**src/hdl/bol_pkg.sv**
```systemverilog
// constants, types and decoders for the stage-zero brownout limiter bank
// Notes on behaviour
// - stage-one hold codes 1..6 timed, 7 unlimited, 0 no hold
// - unlimited hold ends only on hold clear or stage-one disable
// - stage-one disable: 0 enabled, 1 disabled, resets 0
// - dwell codes 0..7 give 0 to 8000 us
// - attack step 0.0625, 0.5+0.3958n, 6 dB
// - attack interval codes give 2.5 to 500 us
// - release step encoded like attack step
// - release interval codes give 5 to 1000 ms
// - max attenuation is 1 dB per code
// - threshold 0.05 V steps, base per rail
package bol_pkg;

  // ********************************************************
  // timing
  // ********************************************************
  localparam int CLK_PERIOD_NS = 4;
  localparam int HALF_US_NS = 500;
  localparam int HALF_US_CYCLES = (HALF_US_NS + CLK_PERIOD_NS - 1) / CLK_PERIOD_NS;
  localparam int HALF_US_PER_MS = 2000;

  // ********************************************************
  // register map
  // ********************************************************
  localparam logic [7:0] OFS_S1_HOLD_DIS = 8'h2D;
  localparam logic [7:0] OFS_S0_DWELL_ATK = 8'h2E;
  localparam logic [7:0] OFS_S0_ATKRT_RLSST = 8'h2F;
  localparam logic [7:0] OFS_S0_RLSRT_MAX = 8'h30;
  localparam logic [7:0] OFS_S0_THRESHOLD = 8'h31;
  localparam logic [7:0] OFS_CTRL = 8'h38;
  localparam logic [7:0] OFS_STATUS = 8'h39;

  localparam logic [7:0] RST_S1_HOLD_DIS = 8'h20;
  localparam logic [7:0] RST_S0_DWELL_ATK = 8'h02;
  localparam logic [7:0] RST_S0_ATKRT_RLSST = 8'h06;
  localparam logic [7:0] RST_S0_RLSRT_MAX = 8'h3E;
  localparam logic [7:0] RST_S0_THRESHOLD = 8'h37;
  localparam logic [7:0] RST_CTRL = 8'h00;

  // writable bits; the rest read as zero
  localparam logic [7:0] MASK_S1_HOLD_DIS = 8'hF0;
  localparam logic [7:0] MASK_STEP_REG = 8'hFE;

  localparam int HOLD_LSB = 5;
  localparam int DIS_BIT = 4;
  localparam int SEL3_LSB = 5;
  localparam int STEP_LSB = 1;
  localparam int MAX_LSB = 0;
  localparam int CTRL_SRC_BIT = 0;
  localparam int CTRL_HCLR_BIT = 1;
  localparam int ST_BELOW_BIT = 0;
  localparam int ST_HOLD_BIT = 1;
  localparam int ST_LIMIT_BIT = 2;

  // ********************************************************
  // decode tables: dwell and attack in 0.5 us ticks, others in ms
  // ********************************************************
  localparam logic [2:0] HOLD_INFINITE = 3'h7;
  localparam logic [15:0] HOLD_MS [8] = '{16'h0000, 16'h000A, 16'h0064, 16'h00FA,
                                          16'h01F4, 16'h03E8, 16'h07D0, 16'h0000};
  localparam logic [15:0] DWELL_HUS [8] = '{16'h0000, 16'h00C8, 16'h01F4, 16'h03E8,
                                            16'h07D0, 16'h0FA0, 16'h1F40, 16'h3E80};
  localparam logic [15:0] ATK_HUS [8] = '{16'h0005, 16'h000A, 16'h0014, 16'h0032,
                                          16'h0064, 16'h00C8, 16'h01F4, 16'h03E8};
  localparam logic [15:0] RLS_MS [8] = '{16'h0005, 16'h000A, 16'h0019, 16'h0032,
                                         16'h0064, 16'h00FA, 16'h01F4, 16'h03E8};

  // gain figures in units of 0.0001 dB
  localparam logic [18:0] STEP_MIN_E4 = 19'h00271;
  localparam logic [18:0] STEP_BASE_E4 = 19'h01388;
  localparam logic [18:0] STEP_INC_E4 = 19'h00F76;
  localparam logic [18:0] STEP_MAX_E4 = 19'h0EA60;
  localparam logic [18:0] DB_E4 = 19'h02710;

  // thresholds in mV
  localparam logic [14:0] TH_BAT_BASE_MV = 15'h0A8C;
  localparam logic [14:0] TH_HV_BASE_MV = 15'h157C;
  localparam logic [14:0] TH_STEP_MV = 15'h0032;
  localparam logic [7:0] TH_BAT_MAX_CODE = 8'h38;

  typedef enum logic [1:0] {LIM_IDLE, LIM_DWELL, LIM_ATTACK, LIM_RELEASE} bol_lim_type;

  function automatic logic [18:0] bol_step_e4(input logic [3:0] code);
    logic [18:0] r;
    r = 19'(STEP_BASE_E4 + 19'(STEP_INC_E4 * 19'(code - 4'h1)));
    if (code == 4'h0) begin
      r = STEP_MIN_E4;
    end else if (code == 4'hF) begin
      r = STEP_MAX_E4;
    end
    return r;
  endfunction : bol_step_e4

endpackage : bol_pkg

```
**src/hdl/bol_timer_if.sv**
```systemverilog
// request and completion signals between the limiter and an interval timer
`timescale 1ns/1ps
interface bol_timer_if;
  logic start;
  logic [15:0] ticks;
  logic use_ms;
  logic done;
  logic busy;
  modport ctrl (output start, output ticks, output use_ms, input done, input busy);
  modport tmr (input start, input ticks, input use_ms, output done, output busy);
endinterface : bol_timer_if

```
**src/hdl/bol_tick_gen.sv**
```systemverilog
// half-microsecond and millisecond time base
`timescale 1ns/1ps
module bol_tick_gen
  import bol_pkg::*;
(
  input wire logic sys_clk,
  input wire logic rst,
  input wire logic clk_en,
  output logic tick_half_us,
  output logic tick_ms
);
  logic [7:0] div_r;
  logic [11:0] ms_r;

  always_ff @(posedge sys_clk) begin
    if (rst) begin
      div_r <= 8'h00;
      tick_half_us <= 1'b0;
    end else if (clk_en) begin
      tick_half_us <= (div_r == 8'(HALF_US_CYCLES - 1));
      div_r <= (div_r == 8'(HALF_US_CYCLES - 1)) ? 8'h00 : 8'(div_r + 8'h01);
    end
  end

  always_ff @(posedge sys_clk) begin
    if (rst) begin
      ms_r <= 12'h000;
      tick_ms <= 1'b0;
    end else if (clk_en) begin
      tick_ms <= 1'b0;
      if (tick_half_us) begin
        tick_ms <= (ms_r == 12'(HALF_US_PER_MS - 1));
        ms_r <= (ms_r == 12'(HALF_US_PER_MS - 1)) ? 12'h000 : 12'(ms_r + 12'h001);
      end
    end
  end
endmodule : bol_tick_gen

```
**src/hdl/bol_timer.sv**
```systemverilog
// down-counting interval timer on a selectable time base
`timescale 1ns/1ps
module bol_timer (
  input wire logic sys_clk,
  input wire logic rst,
  input wire logic clk_en,
  input wire logic tick_half_us,
  input wire logic tick_ms,
  bol_timer_if.tmr tif
);
  logic [15:0] cnt_r;
  logic busy_r;
  logic ms_r;
  logic done_r;
  logic tick;

  // the first tick may come early, so an interval can be up to one tick short
  assign tick = ms_r ? tick_ms : tick_half_us;
  assign tif.busy = busy_r;
  assign tif.done = done_r;

  always_ff @(posedge sys_clk) begin
    if (rst) begin
      cnt_r <= 16'h0000;
      busy_r <= 1'b0;
      ms_r <= 1'b0;
      done_r <= 1'b0;
    end else if (clk_en) begin
      done_r <= 1'b0;
      if (tif.start) begin
        cnt_r <= tif.ticks;
        ms_r <= tif.use_ms;
        busy_r <= (tif.ticks != 16'h0000);
        done_r <= (tif.ticks == 16'h0000);
      end else if (busy_r && tick) begin
        cnt_r <= 16'(cnt_r - 16'h0001);
        if (cnt_r == 16'h0001) begin
          busy_r <= 1'b0;
          done_r <= 1'b1;
        end
      end
    end
  end
endmodule : bol_timer

```
**src/hdl/bol_top.sv**
```systemverilog
// stage-zero brownout limiter: register bank, gain stepping and stage-one hold
`timescale 1ns/1ps
module bol_top
  import bol_pkg::*;
(
  input wire logic sys_clk,
  input wire logic rst,
  input wire logic clk_en,
  input wire logic [7:0] reg_addr,
  input wire logic [7:0] reg_wdata,
  input wire logic reg_wr,
  input wire logic reg_rd,
  output logic [7:0] reg_rdata,
  input wire logic [14:0] battery_rail_mv,
  input wire logic [14:0] high_voltage_rail_mv,
  input wire logic stage1_attack,
  output logic [18:0] gain_atten_e4,
  output logic stage1_hold_active
);
  import bol_pkg::*;

  // ********************************************************
  // register bank
  // ********************************************************
  logic [7:0] s1_hold_dis_r;
  logic [7:0] s0_dwell_atk_r;
  logic [7:0] s0_atkrt_rlsst_r;
  logic [7:0] s0_rlsrt_max_r;
  logic [7:0] s0_threshold_r;
  logic [7:0] ctrl_r;
  logic hold_clear_r;
  logic [7:0] rdata_r;
  logic [7:0] status;

  logic [2:0] stage1_hold_time_sel;
  logic stage1_disable;
  logic [2:0] stage0_dwell_time_sel;
  logic [3:0] stage0_attack_step_sel;
  logic [2:0] stage0_attack_rate_sel;
  logic [3:0] stage0_release_step_sel;
  logic [2:0] stage0_release_rate_sel;
  logic [4:0] stage0_max_attenuation;
  logic [7:0] stage0_threshold_code;
  logic monitored_supply_select;

  assign stage1_hold_time_sel = s1_hold_dis_r[HOLD_LSB +: 3];
  assign stage1_disable = s1_hold_dis_r[DIS_BIT];
  assign stage0_dwell_time_sel = s0_dwell_atk_r[SEL3_LSB +: 3];
  assign stage0_attack_step_sel = s0_dwell_atk_r[STEP_LSB +: 4];
  assign stage0_attack_rate_sel = s0_atkrt_rlsst_r[SEL3_LSB +: 3];
  assign stage0_release_step_sel = s0_atkrt_rlsst_r[STEP_LSB +: 4];
  assign stage0_release_rate_sel = s0_rlsrt_max_r[SEL3_LSB +: 3];
  assign stage0_max_attenuation = s0_rlsrt_max_r[MAX_LSB +: 5];
  assign stage0_threshold_code = s0_threshold_r;
  assign monitored_supply_select = ctrl_r[CTRL_SRC_BIT];

  always_ff @(posedge sys_clk) begin
    if (rst) begin
      s1_hold_dis_r <= RST_S1_HOLD_DIS;
      s0_dwell_atk_r <= RST_S0_DWELL_ATK;
      s0_atkrt_rlsst_r <= RST_S0_ATKRT_RLSST;
      s0_rlsrt_max_r <= RST_S0_RLSRT_MAX;
      s0_threshold_r <= RST_S0_THRESHOLD;
      ctrl_r <= RST_CTRL;
    end else if (clk_en && reg_wr) begin
      case (reg_addr)
        OFS_S1_HOLD_DIS: s1_hold_dis_r <= reg_wdata & MASK_S1_HOLD_DIS;
        OFS_S0_DWELL_ATK: s0_dwell_atk_r <= reg_wdata & MASK_STEP_REG;
        OFS_S0_ATKRT_RLSST: s0_atkrt_rlsst_r <= reg_wdata & MASK_STEP_REG;
        OFS_S0_RLSRT_MAX: s0_rlsrt_max_r <= reg_wdata;
        OFS_S0_THRESHOLD: s0_threshold_r <= reg_wdata;
        OFS_CTRL: ctrl_r <= {7'h00, reg_wdata[CTRL_SRC_BIT]};
        default: ;
      endcase
    end
  end

  // hold clear is a write-one pulse and never reads back as set
  always_ff @(posedge sys_clk) begin
    if (rst) begin
      hold_clear_r <= 1'b0;
    end else if (clk_en) begin
      hold_clear_r <= reg_wr && (reg_addr == OFS_CTRL) && reg_wdata[CTRL_HCLR_BIT];
    end
  end

  // read data stands for one cycle only; unmapped addresses read zero
  always_ff @(posedge sys_clk) begin
    if (rst) begin
      rdata_r <= 8'h00;
    end else if (clk_en) begin
      rdata_r <= 8'h00;
      if (reg_rd) begin
        case (reg_addr)
          OFS_S1_HOLD_DIS: rdata_r <= s1_hold_dis_r;
          OFS_S0_DWELL_ATK: rdata_r <= s0_dwell_atk_r;
          OFS_S0_ATKRT_RLSST: rdata_r <= s0_atkrt_rlsst_r;
          OFS_S0_RLSRT_MAX: rdata_r <= s0_rlsrt_max_r;
          OFS_S0_THRESHOLD: rdata_r <= s0_threshold_r;
          OFS_CTRL: rdata_r <= ctrl_r;
          OFS_STATUS: rdata_r <= status;
          default: rdata_r <= 8'h00;
        endcase
      end
    end
  end

  assign reg_rdata = rdata_r;

  // ********************************************************
  // time base and timers
  // ********************************************************
  logic tick_half_us;
  logic tick_ms;
  bol_timer_if lim_if ();
  bol_timer_if hold_if ();

  bol_tick_gen u_tick (
    .sys_clk(sys_clk),
    .rst(rst),
    .clk_en(clk_en),
    .tick_half_us(tick_half_us),
    .tick_ms(tick_ms)
  );

  bol_timer u_lim_tmr (
    .sys_clk(sys_clk),
    .rst(rst),
    .clk_en(clk_en),
    .tick_half_us(tick_half_us),
    .tick_ms(tick_ms),
    .tif(lim_if.tmr)
  );

  bol_timer u_hold_tmr (
    .sys_clk(sys_clk),
    .rst(rst),
    .clk_en(clk_en),
    .tick_half_us(tick_half_us),
    .tick_ms(tick_ms),
    .tif(hold_if.tmr)
  );

  // ********************************************************
  // threshold compare
  // ********************************************************
  logic [7:0] th_code;
  logic [14:0] threshold_mv;
  logic [14:0] supply_mv;
  logic below_r;

  // reserved battery codes are held at the top of the battery range
  always_comb begin
    th_code = stage0_threshold_code;
    if (!monitored_supply_select && th_code > TH_BAT_MAX_CODE) begin
      th_code = TH_BAT_MAX_CODE;
    end
    threshold_mv = 15'((monitored_supply_select ? TH_HV_BASE_MV : TH_BAT_BASE_MV)
                   + 15'(TH_STEP_MV * 15'(th_code)));
    supply_mv = monitored_supply_select ? high_voltage_rail_mv : battery_rail_mv;
  end

  always_ff @(posedge sys_clk) begin
    if (rst) begin
      below_r <= 1'b0;
    end else if (clk_en) begin
      below_r <= supply_mv < threshold_mv;
    end
  end

  // ********************************************************
  // gain stepping
  // ********************************************************
  bol_lim_type state_r;
  logic [18:0] atten_r;
  logic [18:0] max_e4;
  logic [18:0] atk_e4;
  logic [18:0] rls_e4;
  logic [19:0] sum;
  logic [18:0] add_sat;
  logic [18:0] sub_sat;
  logic step_up;
  logic step_down;
  logic lim_start_r;
  logic [15:0] lim_ticks_r;
  logic lim_ms_r;

  assign max_e4 = 19'(DB_E4 * 19'(stage0_max_attenuation));
  assign atk_e4 = bol_step_e4(stage0_attack_step_sel);
  assign rls_e4 = bol_step_e4(stage0_release_step_sel);
  assign sum = {1'b0, atten_r} + {1'b0, atk_e4};
  assign add_sat = (sum > {1'b0, max_e4}) ? max_e4 : sum[18:0];
  assign sub_sat = (atten_r > rls_e4) ? ((19'(atten_r - rls_e4) > max_e4) ? max_e4
                   : 19'(atten_r - rls_e4)) : 19'h00000;
  assign step_up = lim_if.done && below_r
                   && (state_r == LIM_DWELL || state_r == LIM_ATTACK);
  assign step_down = lim_if.done && (state_r == LIM_RELEASE) && !below_r;

  assign lim_if.start = lim_start_r;
  assign lim_if.ticks = lim_ticks_r;
  assign lim_if.use_ms = lim_ms_r;

  always_ff @(posedge sys_clk) begin
    if (rst) begin
      atten_r <= 19'h00000;
    end else if (clk_en) begin
      if (step_up) begin
        atten_r <= add_sat;
      end else if (step_down) begin
        atten_r <= sub_sat;
      end else if (atten_r > max_e4) begin
        atten_r <= max_e4;
      end
    end
  end

  // a supply dip during release goes straight back to attack, skipping dwell
  always_ff @(posedge sys_clk) begin
    if (rst) begin
      state_r <= LIM_IDLE;
      lim_start_r <= 1'b0;
      lim_ticks_r <= 16'h0000;
      lim_ms_r <= 1'b0;
    end else if (clk_en) begin
      lim_start_r <= 1'b0;
      case (state_r)
        LIM_IDLE: begin
          if (below_r) begin
            state_r <= LIM_DWELL;
            lim_start_r <= 1'b1;
            lim_ticks_r <= DWELL_HUS[stage0_dwell_time_sel];
            lim_ms_r <= 1'b0;
          end
        end
        LIM_DWELL: begin
          if (!below_r) begin
            state_r <= LIM_IDLE;
          end else if (lim_if.done) begin
            state_r <= LIM_ATTACK;
            lim_start_r <= 1'b1;
            lim_ticks_r <= ATK_HUS[stage0_attack_rate_sel];
            lim_ms_r <= 1'b0;
          end
        end
        LIM_ATTACK: begin
          if (lim_if.done) begin
            lim_start_r <= 1'b1;
            if (below_r) begin
              lim_ticks_r <= ATK_HUS[stage0_attack_rate_sel];
              lim_ms_r <= 1'b0;
            end else begin
              state_r <= LIM_RELEASE;
              lim_ticks_r <= RLS_MS[stage0_release_rate_sel];
              lim_ms_r <= 1'b1;
            end
          end
        end
        LIM_RELEASE: begin
          if (below_r) begin
            state_r <= LIM_ATTACK;
            lim_start_r <= 1'b1;
            lim_ticks_r <= ATK_HUS[stage0_attack_rate_sel];
            lim_ms_r <= 1'b0;
          end else if (lim_if.done) begin
            if (sub_sat == 19'h00000) begin
              state_r <= LIM_IDLE;
            end else begin
              lim_start_r <= 1'b1;
              lim_ticks_r <= RLS_MS[stage0_release_rate_sel];
              lim_ms_r <= 1'b1;
            end
          end
        end
        default: state_r <= LIM_IDLE;
      endcase
    end
  end

  assign gain_atten_e4 = atten_r;

  // ********************************************************
  // stage-one hold
  // ********************************************************
  logic hold_active_r;
  logic hold_go;

  assign hold_go = stage1_attack && !stage1_disable && (stage1_hold_time_sel != 3'h0);
  assign hold_if.start = clk_en && hold_go && (stage1_hold_time_sel != HOLD_INFINITE);
  assign hold_if.ticks = HOLD_MS[stage1_hold_time_sel];
  assign hold_if.use_ms = 1'b1;

  // a new attack in the same cycle as a hold clear wins and restarts the hold
  always_ff @(posedge sys_clk) begin
    if (rst) begin
      hold_active_r <= 1'b0;
    end else if (clk_en) begin
      if (stage1_disable) begin
        hold_active_r <= 1'b0;
      end else if (hold_go) begin
        hold_active_r <= 1'b1;
      end else if (hold_clear_r) begin
        hold_active_r <= 1'b0;
      end else if (hold_if.done && stage1_hold_time_sel != HOLD_INFINITE) begin
        hold_active_r <= 1'b0;
      end
    end
  end

  assign stage1_hold_active = hold_active_r;

  assign status = {5'h00, 1'b0, 1'b0, 1'b0}
                  | (8'(atten_r != 19'h00000) << ST_LIMIT_BIT)
                  | (8'(hold_active_r) << ST_HOLD_BIT)
                  | (8'(below_r) << ST_BELOW_BIT);
endmodule : bol_top

```
**config.mk**
```make
export PLATFORM = sky130hd
export DESIGN_NAME = bol_top
export DESIGN_NICKNAME = d
export VERILOG_FILES = /design/src/hdl/bol_pkg.sv /design/src/hdl/bol_timer_if.sv /design/src/hdl/bol_tick_gen.sv /design/src/hdl/bol_timer.sv /design/src/hdl/bol_top.sv
export SDC_FILE = /design/constraint.sdc
export NUM_CORES = 1
export LEC_CHECK = 0
export ABC_CLOCK_PERIOD_IN_PS = 14390
export BUFFER_PORTS_ARGS = -buffer_cell sky130_fd_sc_hd__buf_2
export CORE_UTILIZATION = 55
export CTS_BUF_LIST = sky130_fd_sc_hd__clkbuf_4 sky130_fd_sc_hd__clkbuf_8
export CTS_CLUSTER_DIAMETER = 200
export DETAILED_ROUTE_END_ITERATION = 6
export PLACE_DENSITY = 0.7
export SLEW_MARGIN = 0
export SYNTH_ARGS = -nofsm -noshare
export SYNTH_HDL_FRONTEND = slang
export SYNTH_SLANG_ARGS = --single-unit
```
**constraint.sdc**
```tcl
create_clock -name sys_clk -period 14.39 [get_ports sys_clk]
set_input_delay 0 -clock sys_clk [delete_from_list [all_inputs] [get_ports sys_clk]]
set_output_delay 0 -clock sys_clk [all_outputs]
set_load 0.005 [all_outputs]
```
==> results of run 1 <==
synth_stat cells, types with 5 or more instances:
cell type	instances
xor2_1	55
o31ai_1	11
mux2i_1	59
o22ai_1	13
a21o_1	27
a31oi_1	19
nor3b_1	9
nor4_1	17
and2_1	14
a41oi_1	15
o21ai_1	5
nand3_1	64
nor2_1	210
nand2_1	178
and3_1	15
nand2b_1	27
xnor2_1	78
inv_1	206
nand4_1	19
a2111oi_0	7
o21a_1	14
mux2_2	17
nand4b_1	5
or2_2	12
or4_1	7
nand3b_1	9
a211oi_1	14
fa_1	54
a21oi_1	144
o21ai_0	115
ha_1	265
dfxtp_1	143
a22oi_1	18
o211ai_1	24
o21bai_1	7
o221ai_1	5
or3_1	19
nor2b_1	23
nor3_1	61
a21boi_0	8
clkbuf_1	66
metrics by stage:
step | cells | setup slack, ns
4_1_cts | 2631 | 2.84
6_report | 2631 | 2.71
3_3_place_gp | 2586 | 3.13
2_1_floorplan | 2171 | 4.32
5_1_grt | 2631 | 2.13
3_5_place_dp | 2586 | 2.94
state kept, by name, summed over array words and instances, names as in the netlist, 4 cells and up, named ones only:
signal            count
gain_atten_e4        19
u_hold_tmr.cnt_r     16
u_lim_tmr.cnt_r      16
lim_if.ticks         14
u_tick.ms_r          12
reg_rdata             8
s0_rlsrt_max_r        8
s0_threshold_r        8
u_tick.div_r          8
s0_atkrt_rlsst_r      7
s0_dwell_atk_r        7
s1_hold_dis_r         4
cell type report:
class,instances,share of cell area [%]
Clock buffer,17,1.28
Clock inverter,15,0.985
Inverter,207,4.25
Multi-Input combinational cell,1747,71.6
Sequential cell,143,15.6
Tap cell,396,2.71
Timing Repair Buffer,106,3.49
worst max path at each step:
stage                                    from          endpoint  slack [ns]  depth (start not counted)
after floorplan           s0_atkrt_rlsst_r[1]        state_r[0]        4.32                         39
after detailed placement  s0_atkrt_rlsst_r[1]  lim_if.ticks[12]        2.94                         39
final                     s0_atkrt_rlsst_r[1]  lim_if.ticks[12]        2.71                         40
after global routing      s0_atkrt_rlsst_r[1]   lim_if.ticks[9]        2.13                         39
after CTS                 s0_atkrt_rlsst_r[1]  lim_if.ticks[12]        2.84                         40
after global placement    s0_atkrt_rlsst_r[1]  lim_if.ticks[13]        3.13                         39
report_power, final:
group	internal [W]	switching [W]
Combinational	0.0000435	0.0000660
Clock	0.000161	0.000188
Sequential	0.000401	0.00000543
Total	0.000605	0.000259
kinds of logic after synthesis:
logic type | count (synthesis) | synth area share (%)
flip-flops | 143 | 16.8
AND/OR/NAND/NOR | 708 | 20.0
other | 1 | 0.0220
AO/OA/AOI/OAI | 509 | 19.5
adder cells (fa/ha/maj) | 319 | 25.8
buffers and inverters | 281 | 6.24
XOR/XNOR | 133 | 6.84
multiplexers | 77 | 4.73
metal layers:
layer	GRT usage [%]	vias up	share of wire [%]
li1	-	7810	-
met3	3.75	98	6.1
met4	10.5	0	3.2
met5	0	-	0
met1	39.2	7435	44
met2	51.1	523	47
tightest hold or removal path: cells and delay by family:
family / cells / cell delay [ns]
AO/OA/AOI/OAI: 1 / 0.06
buffers and inverters: 1 / 0.12
AND/OR/NAND/NOR: 2 / 0.31
timing repair:
action	CTS	global route
hold endpoints to repair	44	0
setup endpoints to repair	0	0
hold buffers	13	0
==> results.json, run 1 <==
{
  "fin_skew_ns": 0.0205,
  "endpoint_kind": "flop",
  "post-route-min-period_ns": 11.68,
  "setup_violations": 0,
  "cts_tree": "built",
  "fp.dieW_um": 178,
  "holdWs_ns": 0.0572,
  "final_cell_mix": "265 x ha_1, 210 x nor2_1, 206 x inv_1",
  "r2r_cells": 40,
  "core-area_sq_mm": 0.0305,
  "first_pass_iters": 5,
  "finalPower_w": 0.000864,
  "antenna_found_initial": 0,
  "hpwl_um": 36800,
  "max_stage_delay_ns": 0.56,
  "synth_top_flop_cell": "dfxtp_1",
  "avgRoutedWirePerCell_um": 17.7,
  "synth.top_cell.area_share_pct": 19.5,
  "areaGrowthSynthToFinish_pct": 7.49,
  "ff_latch_area_sq_mm": 0.00286,
  "slew_headroom_pct": 22.2,
  "drive_gt1_share_pct": 8.01,
  "gp_congestion": 0.978,
  "synth_async_sr_flop_share_pct": 0,
  "rows": 64,
  "rsz0062_at_grt": "no",
  "cts_max_level": 4,
  "avgViaCountPerCell": 6.03,
  "critPathBufInv": 7,
  "hold_depth": 4,
  "fin_util_pct": 60.0,
  "worstReg2RegStart": "s0_atkrt_rlsst_r[1]",
  "cp_top_family": "adder cells",
  "post-route-period-util_pct": 81.2,
  "clock_path_buffers": 2,
  "clk_pin_slew_ns": 0.10,
  "hold_start": "reg_addr[4]",
  "worst_pin_slew_ns": 1.17,
  "required_ns": 14.78,
  "ys_seq_elements": 143,
  "nets": 2593,
  "finalHoldViolCount": 0,
  "cp_max_fo": 13,
  "crit_type": "reg2reg",
  "cts-resized-gates": 0,
  "ys_seq_area_share_pct": 16.8,
  "cp_common_cell": "inv_1",
  "final_common_cell": "ha_1",
  "drc": 0,
  "irDropWorstVdd_v": 0.0000489,
  "routed_wl_um": 46500,
  "min_path_type": "in2reg",
  "syn-cell-area_sq_mm": 0.0170,
  "pwr_density_cell_mw_per_mm2": 47.2,
  "grt_pass1_wl_um": 76400,
  "yosysWarnings": 0,
  "diodes": 0,
  "cp-start-kind": "flop",
  "cp.arrival_ns": 12.07,
  "finalInstanceArea_sq_mm": 0.0183,
  "root_buffer": "clkbuf_8",
  "fillers": 2806,
  "die_h_um": 178,
  "r2r_end": "lim_if.ticks[12]",
  "yosys-top-cells-area": "ha_1 19%, dfxtp_1 17%, fa_1 6.4%",
  "dpl-instance-area_sq_mm": 0.0177,
  "vias": 15900,
  "clkSinkCount": 143,
  "cts_buffers": 17,
  "grt_pass1_vias": 15200,
  "cts_setup_buffers": 0,
  "ant_nets": 0,
  "yosysTopAreaCell": "ha_1",
  "cap_viol_max_count": 0,
  "crit_slowest_cell": "fa_1",
  "initialDrtViolationCount": 1000,
  "synth_edf_count": 0,
  "grt_start_max_net_pins": 50,
  "initial_utilization_pct": 55.8,
  "status": "complete, no violations",
  "synth.distinct_cells": 89,
  "grt_use_total_pct": 30.2,
  "drv_slew": 0,
  "reg2reg_slack_ns": 2.71,
  "holdPathEnd": "hold_clear_r",
  "clock_latency_ns": 0.47,
  "max_freq_mhz": 85.6,
  "timing.setup.tns_ns": 0,
  "avgSynthCellArea_sq_um": 7.84,
  "port_buffers": 77,
  "syn_nets": 2542,
  "dieArea_sq_mm": 0.0317,
  "io_pins": 80,
  "p_leak_nw": 8.50,
  "multi_input_area_sq_mm": 0.0131,
  "netlist_instances": 2171,
  "grt.overflow.total": 0
}
(Power assumes the default switching activity.)
==> inputs of run 2 (changes only) <==
--- a/config.mk
+++ b/config.mk
@@ -5,7 +5,8 @@
 export SDC_FILE = /design/constraint.sdc
 export NUM_CORES = 1
 export LEC_CHECK = 0
-export ABC_CLOCK_PERIOD_IN_PS = 14390
+export ABC_AREA = 1
+export ABC_CLOCK_PERIOD_IN_PS = 12100
 export BUFFER_PORTS_ARGS = -buffer_cell sky130_fd_sc_hd__buf_2
 export CORE_UTILIZATION = 55
 export CTS_BUF_LIST = sky130_fd_sc_hd__clkbuf_4 sky130_fd_sc_hd__clkbuf_8
==> constraint.sdc (replaced) <==
create_clock -name sys_clk -period 12.1 [get_ports sys_clk]
set_input_delay 0 -clock sys_clk [delete_from_list [all_inputs] [get_ports sys_clk]]
set_output_delay 0 -clock sys_clk [all_outputs]
set_load 0.005 [all_outputs]
==> run 2 against run 1 <==
Net effect:
- first-iteration DRC count up 12%
- critical path type unchanged
- critical endpoint is now gain_atten_e4[12]
- largest power group unchanged
- total power rose by 23%
- die area grew 2.6%
==> results.json, run 2 <==
{
  "status": "complete, no violations",
  "yosysWarnings": 0,
  "diodes": 0,
  "nets": 3069,
  "cp_common_cell": "inv_1",
  "io_pins": 80,
  "drive_gt1_share_pct": 5.72,
  "hpwl_um": 37500,
  "routed_wl_um": 46600,
  "cap_viol_max_count": 0,
  "initialDrtViolationCount": 1119,
  "post-route-min-period_ns": 9.77,
  "post-route-period-util_pct": 80.8,
  "final_cell_mix": "589 x nand2_1, 419 x inv_1, 265 x ha_1",
  "grt_pass1_vias": 16300,
  "crit_type": "reg2reg",
  "drc": 0,
  "timing.setup.tns_ns": 0,
  "areaGrowthSynthToFinish_pct": 6.91,
  "drv_slew": 0,
  "netlist_instances": 2634,
  "grt.overflow.total": 0,
  "p_leak_nw": 9.88,
  "yosys-top-cells-area": "ha_1 19%, dfxtp_1 16%, nand2_1 13%",
  "dieArea_sq_mm": 0.0325,
  "ys_seq_elements": 143,
  "fp.dieW_um": 180,
  "finalInstanceArea_sq_mm": 0.0187,
  "cp-start-kind": "flop",
  "final_common_cell": "nand2_1",
  "crit_slowest_cell": "inv_1",
  "min_path_type": "in2reg",
  "synth_async_sr_flop_share_pct": 0,
  "yosysTopAreaCell": "ha_1",
  "rows": 64,
  "avgViaCountPerCell": 5.59,
  "die_h_um": 180,
  "synth.distinct_cells": 56,
  "clock_path_buffers": 2,
  "synth_edf_count": 0,
  "max_freq_mhz": 102,
  "cts_tree": "built",
  "slew_headroom_pct": 23.8,
  "clk_pin_slew_ns": 0.09,
  "rsz0062_at_grt": "no",
  "vias": 17400,
  "cts_buffers": 17,
  "setup_violations": 0,
  "pwr_density_cell_mw_per_mm2": 57.1,
  "cts_max_level": 4,
  "gp_congestion": 0.921,
  "synth_commonest_cells": "589 x nand2_1, 419 x inv_1, 265 x ha_1, 229 x a21oi_1, 206 x nor2_1",
  "grt_start_max_net_pins": 65,
  "antenna_found_initial": 0,
  "grt_pass1_wl_um": 77900,
  "grt_use_total_pct": 29.0,
  "first_pass_iters": 5,
  "core-area_sq_mm": 0.0309,
  "endpoint_kind": "flop",
  "largest_register_ffs": 19,
  "hold_depth": 6,
  "irDropWorstVdd_v": 0.0000913,
  "synth.top_cell.area_share_pct": 19.0,
  "cp.arrival_ns": 10.12,
  "ant_nets": 0,
  "port_buffers": 77,
  "dp_cells": 3064,
  "avgSynthCellArea_sq_um": 6.63,
  "clkSinkCount": 143,
  "worst_pin_slew_ns": 1.13,
  "r2r_cells": 43,
  "finalHoldViolCount": 0,
  "cp_max_fo": 19,
  "instances_no_fill": 3107,
  "synth_top_flop_cell": "dfxtp_1",
  "synth_most_common_cell": "nand2_1",
  "dpl-instance-area_sq_mm": 0.0182,
  "avgRoutedWirePerCell_um": 15.0,
  "fin_skew_ns": 0.0263,
  "syn_nets": 3005,
  "required_ns": 12.45,
  "syn-cell-area_sq_mm": 0.0175,
  "clock_latency_ns": 0.47,
  "root_buffer": "clkbuf_8",
  "max_stage_delay_ns": 0.66,
  "initial_utilization_pct": 56.5,
  "ys_seq_area_share_pct": 16.4
}
==> run 2: changes by cell type after synthesis, moves of 18 or more <==
cell and delta:
nand2_1 +411, inv_1 +213, a21oi_1 +85, nand3_1 +65
mux2i_1 -59, xnor2_1 -44, o21ai_0 +42, clkbuf_1 -27
nand2b_1 -27, a21o_1 -24, nor2b_1 -23, a22oi_1 -18
or3_1 -18
==> run 2: kinds of logic after synthesis <==
group,share of synthesized area (%)
and+or+nand+nor,25.8
AOI/OAI and AO/OA,16.6
buffers and inverters,10.6
adders and majority gates,25.2
DFF,16.4
xor gates and xnor gates,5.36
other,0.0215
muxes,0.0645
==> run 2: critical path, delay by kind of cell, from the launching register on <==
kind	cells	cell delay [ns]
and+or+nand+nor	12	1.79
AOI/OAI and AO/OA	11	1.80
xor gates and xnor gates	2	0.40
adders and majority gates	9	3.55
buffers and inverters	9	1.74
DFF	1	0.37
==> run 2: report_power, final <==
group / switching [W] / leakage (nW) / internal, W
Sequential: 0.0000120 / 1.16 / 0.000482
Combinational: 0.000117 / 8.52 / 0.0000661
Clock: 0.000209 / 0.201 / 0.000181
==> run 2: final cells by class <==
cell class	count	area, sq um
clock buffer	20	269
tap	396	495
inverter	434	1630
timing repair buffer	92	526
sequential	143	2860
fill	2985	12200
multi-input combinational	2010	12800
clock inverter	12	126
==> run 2: what timing repair did <==
action                     in CTS  in global routing
hold endpoints to repair       39                  0
gates resized for setup         0                  0
setup endpoints to repair       0                  0
buffers inserted                0                  0
hold buffers                   11                  0
==> run 2: per-stage QoR <==
| step | util [%] | power [W] | hold slack [ns] | worst slack [ns] |
|---|---|---|---|---|
| floorplan | - | 0.000635 | 0.126 | 3.72 |
| global placement | 58.8 | 0.000677 | 0.285 | 2.38 |
| detailed placement | 58.8 | 0.000682 | 0.303 | 2.31 |
| CTS | 60.4 | 0.00107 | 0.0425 | 2.27 |
| global route | 60.4 | 0.00112 | 0.0935 | 1.36 |
| finish | 60.4 | 0.00107 | 0.0641 | 2.33 |
==> run 2: layer usage <==
layer | vias to the layer above | share of wire [%] | global-route usage [%] | wire [um]
met2 | 484 | 47 | 49.9 | 21900
met1 | 7997 | 46 | 38.6 | 21400
met4 | 0 | 1.8 | 7.11 | 845
met3 | 63 | 5.2 | 3.03 | 2440
li1 | 8813 | - | - | -
met5 | - | 0 | 0 | 0
==> run 2: worst paths after layout <==
kind	slack, ns	to	startpoint
worst max register to register	2.33	gain_atten_e4[12]	s0_dwell_atk_r[1]
worst max-delay path	2.33	gain_atten_e4[12]	s0_dwell_atk_r[1]
worst min-delay path	0.06	hold_clear_r	reg_addr[1]
worst min register to register	0.47	u_hold_tmr.cnt_r[15]	u_hold_tmr.cnt_r[15]
==> inputs of run 3 (changes only) <==
--- a/config.mk
+++ b/config.mk
@@ -5,14 +5,14 @@
 export SDC_FILE = /design/constraint.sdc
 export NUM_CORES = 1
 export LEC_CHECK = 0
-export ABC_AREA = 1
-export ABC_CLOCK_PERIOD_IN_PS = 12100
+export ABC_AREA = 0
+export ABC_CLOCK_PERIOD_IN_PS = 8050
 export BUFFER_PORTS_ARGS = -buffer_cell sky130_fd_sc_hd__buf_2
 export CORE_UTILIZATION = 55
 export CTS_BUF_LIST = sky130_fd_sc_hd__clkbuf_4 sky130_fd_sc_hd__clkbuf_8
 export CTS_CLUSTER_DIAMETER = 200
 export DETAILED_ROUTE_END_ITERATION = 6
-export PLACE_DENSITY = 0.7
+export PLACE_DENSITY = 0.72
 export SLEW_MARGIN = 0
 export SYNTH_ARGS = -nofsm -noshare
 export SYNTH_HDL_FRONTEND = slang
==> constraint.sdc (replaced) <==
create_clock -name sys_clk -period 8.05 [get_ports sys_clk]
set_input_delay 0 -clock sys_clk [delete_from_list [all_inputs] [get_ports sys_clk]]
set_output_delay 0 -clock sys_clk [all_outputs]
set_load 0.005 [all_outputs]
==> run 3 against run 2 <==
Net effect:
- utilization rose by 12 points
- maximum frequency rose by 5.8%
- flip-flop and latch count did not move
- first-iteration DRC count rose by 2.5%
- the run now ends with negative setup slack left
- total power rose by 43%
- worst hold slack got worse by 0.019 ns
- clock skew fell by 0.0071 ns
==> results.json, run 3 (same netlist as run 1, synthesis figures left out) <==
{
  "cts_buffers": 17,
  "worst_pin_slew_ns": 1.09,
  "first_pass_iters": 5,
  "drc": 0,
  "grt_start_max_net_pins": 57,
  "grt_pass1_wl_um": 82000,
  "failed_checks": "negative setup slack",
  "irDropWorstVdd_v": 0.0000990,
  "endpoint_kind": "flop",
  "p_leak_nw": 10.1,
  "post-route-period-util_pct": 115,
  "setup_violations": 37,
  "finalHoldViolCount": 0,
  "finalInstanceArea_sq_mm": 0.0220,
  "cts_max_level": 4,
  "cp_common_cell": "ha_4",
  "dieArea_sq_mm": 0.0317,
  "cp_max_fo": 5,
  "dpl-instance-area_sq_mm": 0.0200,
  "max_freq_mhz": 108,
  "grt.overflow.total": 0,
  "grt_pass1_vias": 16700,
  "timing.setup.tns_ns": -23.03,
  "dp_cells": 2824,
  "gp_congestion": 0.969,
  "cp-start-kind": "flop",
  "clock_latency_ns": 0.47,
  "combPwrFrac_pct": 15.1,
  "initial_utilization_pct": 55.8,
  "rsz0062_at_grt": "yes",
  "hpwl_um": 39800,
  "cp_top_family": "adder cells",
  "avgRoutedWirePerCell_um": 18.1,
  "drive_gt1_share_pct": 26.8,
  "clock_path_buffers": 2,
  "min_path_type": "in2reg",
  "drv_slew": 0,
  "p_switching_w": 0.000449,
  "status": "finished with violations",
  "rows": 64,
  "fin_skew_ns": 0.0192,
  "fp.dieW_um": 178,
  "final_cell_mix": "286 x buf_4, 228 x ha_1, 202 x nor2_1",
  "cap_viol_max_count": 0,
  "post-route-min-period_ns": 9.23,
  "core-area_sq_mm": 0.0305,
  "port_buffers": 77,
  "clk_pin_slew_ns": 0.10,
  "pwr_density_cell_mw_per_mm2": 69.4,
  "holdWs_ns": 0.0449,
  "avgViaCountPerCell": 5.97,
  "cp.arrival_ns": 9.54,
  "intPower_w": 0.00108,
  "die_h_um": 178,
  "slew_headroom_pct": 27.3,
  "root_buffer": "clkbuf_8",
  "required_ns": 8.36,
  "antenna_found_initial": 0,
  "diodes": 0,
  "crit_type": "reg2reg",
  "ant_nets": 0,
  "critPathBufInv": 11,
  "grt_use_total_pct": 32.1,
  "final_common_cell": "buf_4",
  "cts_tree": "built",
  "switching_share_pct": 29.3,
  "initialDrtViolationCount": 1147,
  "fin_ws_ns": -1.18,
  "instances_no_fill": 2918,
  "nets": 2881,
  "seqPwrFrac_pct": 47.4,
  "clkSinkCount": 143,
  "largest_register_ffs": 19,
  "io_pins": 80,
  "routed_wl_um": 52800,
  "pwr-share-clk_pct": 37.5,
  "max_stage_delay_ns": 0.52,
  "areaGrowthSynthToFinish_pct": 29.5,
  "crit_slowest_cell": "fa_1",
  "vias": 17400
}
-- run 3: tightest hold or removal path, stage by stage --
cell     delay, ns
buf_2         0.18
nand3_1       0.12
mux2i_1       0.08
nor2_1        0.09
-- run 3: area by class of cell --
cell class	count	area, sq um
Sequential cell	143	2880
Tap cell	396	495
Timing Repair Buffer	394	2930
Clock buffer	21	270
Fill cell	2327	8470
Clock inverter	10	106
Multi-Input combinational cell	1747	14500
Inverter	207	813
-- run 3: path summary, 6_finish.rpt --
check                                         start                 end  slack, ns  depth (start not counted)
worst max-delay path            s0_atkrt_rlsst_r[2]     lim_if.ticks[4]      -1.18                         43
worst min-delay path                    reg_addr[3]           ctrl_r[0]       0.04                          4
worst max register to register  s0_atkrt_rlsst_r[2]     lim_if.ticks[4]      -1.18                         43
worst min register to register   u_lim_tmr.cnt_r[1]  u_lim_tmr.cnt_r[1]       0.47                          2
-- run 3: stage by stage --
stage / setup WS [ns] / power [W] / util [%]
CTS: -1.00 / 0.00152 / 69.5
global route: -1.55 / 0.00158 / 72.2
floorplan: -0.770 / 0.000882 / -
global placement: -1.15 / 0.000946 / 65.6
detailed placement: -1.38 / 0.000953 / 65.6
finish: -1.18 / 0.00153 / 72.2
-- run 3: power groups by stage --
stage          Sequential, W  Clock [W]  Combinational [W]
6_report            0.000725   0.000574           0.000231
5_1_grt             0.000726   0.000605           0.000254
4_1_cts             0.000724   0.000578           0.000223
3_5_place_dp        0.000742          0           0.000211
3_3_place_gp        0.000742          0           0.000204
2_1_floorplan       0.000739          0           0.000143
-- run 3: what timing repair did --
action                                 4_1_cts  5_1_grt
setup endpoints to repair                   37       37
hold buffers                                13        0
setup buffers                               30       19
gates cloned                                 2        1
pin swaps                                   92       71
endpoints found under the hold margin       50        0
resized for setup                           90      130
-- run 3: per-layer routing --
layer | part of all wire [%] | track usage (%)
met5 | 0 | 0
met4 | 4.1 | 12.6
met1 | 43 | 41.0
met3 | 5.2 | 4.48
met2 | 47 | 54.3
